File: src/iocs_map.svh
// Constants for the IO controller start-up sequencer
`ifndef IOCS_MAP_SVH
`define IOCS_MAP_SVH

// ****************************************
// Blink timing
// ****************************************
`define IOCS_CLK_HZ 10000000
`define IOCS_BLINK_HALF_MS 250
`define IOCS_BLINK_HALF_CYC ((`IOCS_CLK_HZ / 1000) * `IOCS_BLINK_HALF_MS)

// ****************************************
// Cyclic exchange timing
// ****************************************
`define IOCS_CYCLE_US 1000
`define IOCS_CYCLE_CYC ((`IOCS_CLK_HZ / 1000000) * `IOCS_CYCLE_US)

// ****************************************
// Field layout of an output telegram word
// ****************************************
`define IOCS_OUT_VALID_BIT 8
`define IOCS_OUT_DATA_MSB 7
`define IOCS_OUT_ZERO 8'h00

`endif

File: src/iocs_pkg.sv
// Types for the IO controller start-up sequencer
package iocs_pkg;
    typedef enum logic [2:0] {
        IOCS_ST_OFF = 3'b000,
        IOCS_ST_IDLE = 3'b001,
        IOCS_ST_ADDR = 3'b010,
        IOCS_ST_RELATE = 3'b011,
        IOCS_ST_WAIT = 3'b100,
        IOCS_ST_READY = 3'b101
    } iocs_state_t;
endpackage

File: src/iocs_buf2.sv
// Two-entry skid buffer with valid and ready on both sides
`timescale 1ns/1ns
`default_nettype none
module iocs_buf2 #(
    parameter int WIDTH = 9
) (
    input wire logic core_clk,
    input wire logic rst,
    input wire logic clk_en,
    input wire logic in_valid,
    output logic in_ready,
    input wire logic [WIDTH-1:0] in_data,
    output logic out_valid,
    input wire logic out_ready,
    output logic [WIDTH-1:0] out_data
);
    logic [WIDTH-1:0] mem_q [0:1];
    logic wr_ptr_q;
    logic rd_ptr_q;
    logic [1:0] cnt_q;
    wire push = in_valid && in_ready;
    wire pop = out_valid && out_ready;

    assign in_ready = (cnt_q != 2'd2);
    assign out_valid = (cnt_q != 2'd0);
    assign out_data = mem_q[rd_ptr_q];

    always_ff @(posedge core_clk) begin
        if (rst) begin
            wr_ptr_q <= 1'b0;
            rd_ptr_q <= 1'b0;
            cnt_q <= 2'd0;
        end else if (clk_en) begin
            if (push) begin
                mem_q[wr_ptr_q] <= in_data;
                wr_ptr_q <= ~wr_ptr_q;
            end
            if (pop) begin
                rd_ptr_q <= ~rd_ptr_q;
            end
            cnt_q <= cnt_q + {1'b0, push} - {1'b0, pop};
        end
    end
endmodule
`default_nettype wire

File: src/iocs_sequencer.sv
// IO controller start-up and run-state sequencer
// Function
// - Factory state: controller stays disabled after power-on, all LEDs dark.
// - Project data received: leave idle, enter system start-up.
// - Start-up assigns each configured device its address by discovery.
// - Start-up sets up communication and application relation per device.
// - Bus-fault lit steadily when devices configured but cable missing.
// - Valid project data starts start-up, shown by flashing bus-fault.
// - Bus-fault blinks, once start-up has begun, while any configured device is not yet in cyclic exchange.
// - Configuration handed over automatically on new config only, not at power-on.
// - CPU stopped: inputs still copied cyclically to CPU input area.
// - CPU running: outputs fetched and sent, inputs copied cyclically.
`timescale 1ns/1ns
`default_nettype none
`include "iocs_map.svh"
module iocs_sequencer
    import iocs_pkg::*;
#(
    parameter int NDEV = 4,
    parameter int DEV_W = 2,
    parameter int BLINK_HALF = `IOCS_BLINK_HALF_CYC,
    parameter int CYCLE_CYC = `IOCS_CYCLE_CYC
) (
    input wire logic core_clk,
    input wire logic rst,
    input wire logic clk_en,
    input wire logic factory_state,
    input wire logic project_load,
    input wire logic project_valid,
    input wire logic [NDEV-1:0] dev_configured,
    input wire logic cable_present,
    input wire logic [NDEV-1:0] dev_cyclic,
    input wire logic cpu_run,
    input wire logic [7:0] cpu_out_data,
    output logic cfg_req,
    output logic [DEV_W-1:0] cfg_dev,
    output logic cfg_addr_cmd,
    output logic cfg_relation_cmd,
    input wire logic cfg_done,
    output logic ctrl_enable,
    output logic bus_fault_indicator,
    output logic system_ready,
    output logic out_fetch,
    output logic tel_valid,
    output logic [8:0] tel_data,
    input wire logic tel_ready,
    input wire logic in_valid,
    input wire logic [7:0] in_data,
    output logic in_ready,
    output logic cpu_in_we,
    output logic [7:0] cpu_in_data
);
    // ****************************************
    // Pin synchronisers
    // ****************************************
    logic [NDEV-1:0] cfgd_s1_q, cfgd_q, cyc_s1_q, cyc_q;
    logic cable_s1_q, cable_q, fact_s1_q, fact_q, run_s1_q, run_q;

    always_ff @(posedge core_clk) begin
        if (rst) begin
            cfgd_s1_q <= '0;
            cfgd_q <= '0;
            cyc_s1_q <= '0;
            cyc_q <= '0;
            cable_s1_q <= 1'b0;
            cable_q <= 1'b0;
            fact_s1_q <= 1'b1;
            fact_q <= 1'b1;
            run_s1_q <= 1'b0;
            run_q <= 1'b0;
        end else if (clk_en) begin
            cfgd_s1_q <= dev_configured;
            cfgd_q <= cfgd_s1_q;
            cyc_s1_q <= dev_cyclic;
            cyc_q <= cyc_s1_q;
            cable_s1_q <= cable_present;
            cable_q <= cable_s1_q;
            fact_s1_q <= factory_state;
            fact_q <= fact_s1_q;
            run_s1_q <= cpu_run;
            run_q <= run_s1_q;
        end
    end

    // ****************************************
    // Start-up state machine
    // ****************************************
    iocs_state_t st_q, st_d;
    logic [DEV_W-1:0] dev_q, dev_d;
    logic cfg_req_q, cfg_req_d;
    logic cfg_issued_q, cfg_issued_d;

    wire new_project = project_load && project_valid;
    wire any_cfgd = |cfgd_q;
    wire all_cyclic = ((cyc_q & cfgd_q) == cfgd_q);
    wire last_dev = (dev_q == DEV_W'(NDEV - 1));
    wire dev_used = cfgd_q[dev_q];
    wire cable_fault = any_cfgd && !cable_q;
    wire blink_cond = (st_q == IOCS_ST_ADDR) || (st_q == IOCS_ST_RELATE)
        || (st_q == IOCS_ST_WAIT && !all_cyclic);

    always_comb begin
        st_d = st_q;
        dev_d = dev_q;
        cfg_req_d = 1'b0;
        cfg_issued_d = cfg_issued_q;
        case (st_q)
            IOCS_ST_OFF: begin
                // A valid project starts up at once, even from delivery state
                if (new_project) begin
                    st_d = IOCS_ST_ADDR;
                    dev_d = '0;
                    cfg_issued_d = 1'b0;
                end else if (!fact_q) begin
                    st_d = IOCS_ST_IDLE;
                end
            end
            IOCS_ST_IDLE: begin
                if (new_project) begin
                    st_d = IOCS_ST_ADDR;
                    dev_d = '0;
                    cfg_issued_d = 1'b0;
                end
            end
            IOCS_ST_ADDR, IOCS_ST_RELATE: begin
                if (!dev_used) begin
                    cfg_issued_d = 1'b0;
                    if (last_dev) begin
                        dev_d = '0;
                        st_d = (st_q == IOCS_ST_ADDR) ? IOCS_ST_RELATE
                            : IOCS_ST_WAIT;
                    end else begin
                        dev_d = dev_q + 1'b1;
                    end
                end else if (!cfg_issued_q) begin
                    cfg_req_d = 1'b1;
                    cfg_issued_d = 1'b1;
                end else if (cfg_done) begin
                    cfg_issued_d = 1'b0;
                    if (last_dev) begin
                        dev_d = '0;
                        st_d = (st_q == IOCS_ST_ADDR) ? IOCS_ST_RELATE
                            : IOCS_ST_WAIT;
                    end else begin
                        dev_d = dev_q + 1'b1;
                    end
                end
            end
            IOCS_ST_WAIT: begin
                if (all_cyclic) begin
                    st_d = IOCS_ST_READY;
                end
            end
            IOCS_ST_READY: begin
                if (!all_cyclic) begin
                    st_d = IOCS_ST_WAIT;
                end
            end
            default: begin
                st_d = IOCS_ST_OFF;
            end
        endcase
        // New configuration restarts start-up from any active state
        if (new_project && st_q != IOCS_ST_OFF && st_q != IOCS_ST_IDLE) begin
            st_d = IOCS_ST_ADDR;
            dev_d = '0;
            cfg_issued_d = 1'b0;
            cfg_req_d = 1'b0;
        end
    end

    always_ff @(posedge core_clk) begin
        if (rst) begin
            st_q <= IOCS_ST_OFF;
            dev_q <= '0;
            cfg_req_q <= 1'b0;
            cfg_issued_q <= 1'b0;
        end else if (clk_en) begin
            st_q <= st_d;
            dev_q <= dev_d;
            cfg_req_q <= cfg_req_d;
            cfg_issued_q <= cfg_issued_d;
        end
    end

    // ****************************************
    // Bus-fault indicator
    // ****************************************
    // Blink uses a free counter so the phase never stalls on state changes
    logic [$clog2(BLINK_HALF+1)-1:0] blink_cnt_q;
    logic blink_ph_q, bf_q, ready_q, en_q, cfg_addr_q, cfg_rel_q;
    logic [DEV_W-1:0] cfg_dev_q;
    wire blink_wrap = (blink_cnt_q == $bits(blink_cnt_q)'(BLINK_HALF - 1));
    wire ctrl_on = (st_q != IOCS_ST_OFF);
    wire bf_d = !ctrl_on ? 1'b0
        : cable_fault ? 1'b1
        : blink_cond ? blink_ph_q
        : 1'b0;

    always_ff @(posedge core_clk) begin
        if (rst) begin
            blink_cnt_q <= '0;
            blink_ph_q <= 1'b0;
            bf_q <= 1'b0;
            ready_q <= 1'b0;
            en_q <= 1'b0;
            cfg_dev_q <= '0;
            cfg_addr_q <= 1'b0;
            cfg_rel_q <= 1'b0;
        end else if (clk_en) begin
            blink_cnt_q <= blink_wrap ? '0 : blink_cnt_q + 1'b1;
            blink_ph_q <= blink_wrap ? ~blink_ph_q : blink_ph_q;
            bf_q <= bf_d;
            ready_q <= (st_q == IOCS_ST_READY);
            en_q <= ctrl_on;
            cfg_dev_q <= dev_d;
            cfg_addr_q <= cfg_req_d && (st_q == IOCS_ST_ADDR);
            cfg_rel_q <= cfg_req_d && (st_q == IOCS_ST_RELATE);
        end
    end

    // ****************************************
    // Cyclic data exchange
    // ****************************************
    logic [$clog2(CYCLE_CYC+1)-1:0] cyc_cnt_q;
    logic fetch_q;
    wire cyc_wrap = (cyc_cnt_q == $bits(cyc_cnt_q)'(CYCLE_CYC - 1));
    wire exch_on = (st_q == IOCS_ST_WAIT) || (st_q == IOCS_ST_READY);
    wire tick = exch_on && cyc_wrap;
    wire buf_in_ready;
    // Stop forces invalid flag and zero bytes; telegram still sent
    wire [8:0] tel_word = run_q ? {1'b1, cpu_out_data}
        : {1'b0, `IOCS_OUT_ZERO};

    always_ff @(posedge core_clk) begin
        if (rst) begin
            cyc_cnt_q <= '0;
            fetch_q <= 1'b0;
        end else if (clk_en) begin
            cyc_cnt_q <= (cyc_wrap || !exch_on) ? '0 : cyc_cnt_q + 1'b1;
            fetch_q <= tick && run_q && buf_in_ready;
        end
    end

    // A full buffer skips one cycle rather than stalling the sequencer
    iocs_buf2 #(.WIDTH(9)) u_out_buf (
        .core_clk(core_clk),
        .rst(rst),
        .clk_en(clk_en),
        .in_valid(tick),
        .in_ready(buf_in_ready),
        .in_data(tel_word),
        .out_valid(tel_valid),
        .out_ready(tel_ready),
        .out_data(tel_data)
    );

    // Inputs copied in both run and stop
    logic in_ready_q, in_we_q;
    logic [7:0] in_data_q;
    always_ff @(posedge core_clk) begin
        if (rst) begin
            in_ready_q <= 1'b0;
            in_we_q <= 1'b0;
            in_data_q <= 8'h00;
        end else if (clk_en) begin
            in_ready_q <= exch_on;
            in_we_q <= in_valid && in_ready_q;
            if (in_valid && in_ready_q) begin
                in_data_q <= in_data;
            end
        end
    end

    assign cfg_req = cfg_req_q;
    assign cfg_dev = cfg_dev_q;
    assign cfg_addr_cmd = cfg_addr_q;
    assign cfg_relation_cmd = cfg_rel_q;
    assign ctrl_enable = en_q;
    assign bus_fault_indicator = bf_q;
    assign system_ready = ready_q;
    assign out_fetch = fetch_q;
    assign in_ready = in_ready_q;
    assign cpu_in_we = in_we_q;
    assign cpu_in_data = in_data_q;
endmodule
`default_nettype wire

File: config.mk
export PLATFORM = sky130hd
export DESIGN_NAME = iocs_sequencer
export DESIGN_NICKNAME = d
export VERILOG_FILES = /design/src/iocs_pkg.sv /design/src/iocs_buf2.sv /design/src/iocs_sequencer.sv
export VERILOG_INCLUDE_DIRS = /design/src
export SDC_FILE = /design/constraint.sdc
export NUM_CORES = 1
export LEC_CHECK = 0
export ABC_AREA = 1
export ABC_CLOCK_PERIOD_IN_PS = 3600
export BUFFER_PORTS_ARGS = -buffer_cell sky130_fd_sc_hd__buf_2
export CORE_UTILIZATION = 50
export DETAILED_ROUTE_END_ITERATION = 16
export PLACE_DENSITY = 0.82
export RECOVER_POWER = 100
export SKIP_CTS_REPAIR_TIMING = 1
export SYNTH_ARGS = -nofsm -noshare
export SYNTH_HDL_FRONTEND = slang
export SYNTH_SLANG_ARGS = --single-unit
File: constraint.sdc
create_clock -name core_clk -period 3.6 [get_ports core_clk]
set_input_delay 0.72 -clock core_clk [delete_from_list [all_inputs] [get_ports core_clk]]
set_output_delay 0.72 -clock core_clk [all_outputs]
set_load 0.05 [all_outputs]
==> run metrics <==
outcome=finished, final reports clean; Fillers=781; Net Sw Power=~0.66 mW; top cells by area, synth=dfxtp_1 (37%), edfxtp_1 (12%), nand2_1 (8.3%); post-layout util=a little under 60%; Final setup viols=0; initial core utilization=approximately 53%; most frequent cell after synthesis=nand2_1; clk sinks=about 110; EDFF count, synth=18; largest area contributor in the netlist=dfxtp_1; setup_tns=0 ns; syn nets=624; layout cells sized above 1=11.7%; IO buf count=between 60 and 70; CP arrival=just under 3 ns; slew margin rel.=17.5%; Yosys cell types=40; clock-pin slew on the worst setup and hold paths=0.11 ns; Tmin final=~2.8 ns; final slew viol count=0; Data required, critical path=about 3.8 ns; CTS Buf Count=9; Post-synth top cells=nand2_1 (104), dfxtp_1 (87), nor2_1 (85); Clock Skew=0.0162 ns; Yosys reg bits=about 110; die extent in x=a little under 100 um; transition time at the pin with the least slew margin=about 1.2 ns; num rows=34; CP endpoint kind=flip-flop; syn_area_per_cell=approximately 8 um2; Ys Warns=0; sequential fraction of design power=a little under three fifths; area occupied by multi-input gates=about 2000 um2; Leak=roughly 2.1 nW; root buffer cell=clkbuf_8; worst hold path class=reg -> reg; final setup margin=~0.84 ns; Final Net Count=682; Slowest cell on crit path=a31oi_1; Synth Flop Type=dfxtp_1; Final ANT Viol Nets=0; largest net degree at the start of global routing=36; H-tree depth=3; Die Y=just under 100 um; RSZ-0062 raised after global routing=false; vias per cell=5.09; Tot Pwr=between 2 and 2.5 mW; final WL=9.38 mm; FF+latch area=2280 um2; total track usage=around a fifth; Die ar.=9740 um2; I/O Pins=64; share of the synthesized area in the top cell type=37.2%; Hold Vio Cnt, Final=0; post-synthesis sequential area ratio=about half; max_cap viols=0; first-pass GRT wire length=15.8 mm; Placed Cells incl. Taps=around 740; P_int=1.58 mW; PwrDens=436 nW/um2; Post-DP HPWL=a little under 7 mm; Final Cycle Share=about three quarters; CP dominant cell by count=nor2_1; total gr overflow=0; vias in the first global route=between 3,000 and 4,000; Comb power frac=about a tenth; mapped cell area=~4700 um2; Clk Latency, worst-skew pair=around 0.38 ns; Layout Cells excl Fill=755; CP cell instances=clkbuf_1 > nor2_1 > a31oi_1 > nor2_1; Area Growth Syn to Fin=10.2%; area of the core=approximately 9000 um2; initial antenna violation count=0; drt drc=0; kind of cell adding the most delay to the critical path=compound AO/OA/AOI/OAI gates; Clk pwr share=33.4%; CP max FO=24; vias=about 3,800; CTS tree=built; Largest stage delay, worst path=a little over 0.9 ns; drt initial violations=between 200 and 250; Critical Path Start Type=input pin; Ant. Diodes=0; Max Freq=roughly 0.36 GHz; ys async rst share=0%; worst ir drop on vdd=~0.00028 V; Cells after Synth=around 600; dpl ws=roughly 1.2 ns; DR WL/cell=12.4 um; switching share of power=29.5%; Pre-antenna DRT Iters=4; GPL Wtd Cong=~0.86; deepest clock path buffer count=2; Setup Crit Path Kind=in -> reg; Buf+Inv Stages, Crit Path=1
==> sequential cells by signal (all words and copies together) (netlist names), 2 cells and up, named ones only <==
name and cells:
u_out_buf.mem_q 18, blink_cnt_q 22, u_out_buf.cnt_q 2, cfgd_q 4, st_q 3, cyc_cnt_q 14, cyc_s1_q 4, cfgd_s1_q 4
cyc_q 4, cpu_in_data 8, cfg_dev 2
==> cell families (layout without fill, tap and decap cells) <==
logic type | count (synthesis) | after routing | synth area share, %
AND/OR/NAND/NOR | 265 | 265 | 25.7
flip-flops | 105 | 105 | 48.8
buffers and inverters | 95 | 158 | 8.11
AO/OA/AOI/OAI | 85 | 85 | 10.2
XOR/XNOR | 20 | 20 | 3.75
multiplexers | 9 | 9 | 2.17
adder cells (fa/ha/maj) | 5 | 5 | 1.34
==> final cells by class <==
class | count | share of cell area (%)
inverters | 78 | 5.68
clock inverters | 7 | 1.82
well taps | 108 | 2.62
repair buffers | 64 | 5.46
multi-input cells | 384 | 37.7
clock buffers | 9 | 2.40
flip-flops and latches | 105 | 44.3
==> tightest hold or removal path, cell delays in order (launching register included) <==
cell	delay, ns
dfxtp_1	0.32
inv_1	0.05
a21oi_1	0.05
==> power groups by stage <==
stage	Sequential, mW	Clock, mW	Combinational (mW)
global placement	1.28	0	0.242
detailed placement	1.29	0	0.248
finish	1.26	0.750	0.238
floorplan	1.31	0	0.165
CTS	1.26	0.761	0.250
global route	1.26	0.813	0.265
==> routing by layer <==
metal	wire (um)	vias up	track usage, %
li1	-	1995	-
met1	4270	1774	23.5
met2	4720	61	36.7
met3	264	12	3.76
met4	125	0	7.00
met5	0	-	0
==> stage by stage <==
stage | cell area [um2] | hold WS (ns)
final | 5150 | 0.455
after global routing | 5150 | 0.481
after CTS | 5270 | 0.458
after detailed placement | 5050 | 0.440
after global placement | 5050 | 0.433
after floorplan | 4680 | 0.424
==> final timing paths <==
kind,start,endpoint,slack (ns),cells after the start
min,cpu_in_data[4]$_SDFFE_PP0P_,cpu_in_data[4]$_SDFFE_PP0P_,0.45,2
min reg2reg,cpu_in_data[4]$_SDFFE_PP0P_,cpu_in_data[4]$_SDFFE_PP0P_,0.45,2
max,clk_en,cyc_cnt_q[9]$_SDFFE_PP0P_,0.84,4
max reg2reg,st_q[2]$_SDFFE_PP0P_,u_out_buf.mem_q[1][5]$_DFFE_PP_,0.89,6
==> cell usage in the layout (no fill, tap or decap), types with 2 or more instances in the layout <==
| cell | n |
|---|---|
| xor2_1 | 15 |
| nor3_1 | 11 |
| nand3_1 | 30 |
| o21ai_0 | 40 |
| nor2_1 | 90 |
| nand4_1 | 12 |
| inv_6 | 2 |
| clkbuf_1 | 31 |
| o22ai_1 | 4 |
| o21a_1 | 2 |
| clkbuf_8 | 9 |
| buf_2 | 33 |
| mux2_2 | 9 |
| nand2_1 | 105 |
| xnor2_1 | 5 |
| ha_1 | 5 |
| nor2_2 | 5 |
| dfxtp_1 | 87 |
| a31oi_1 | 2 |
| inv_1 | 75 |
| inv_2 | 3 |
| a21oi_1 | 31 |
| nand2_2 | 3 |
| nor3_2 | 2 |
| edfxtp_1 | 18 |
| nand4_2 | 2 |
| clkinv_8 | 4 |
No activity file was read; power rests on OpenSTA's default activity.
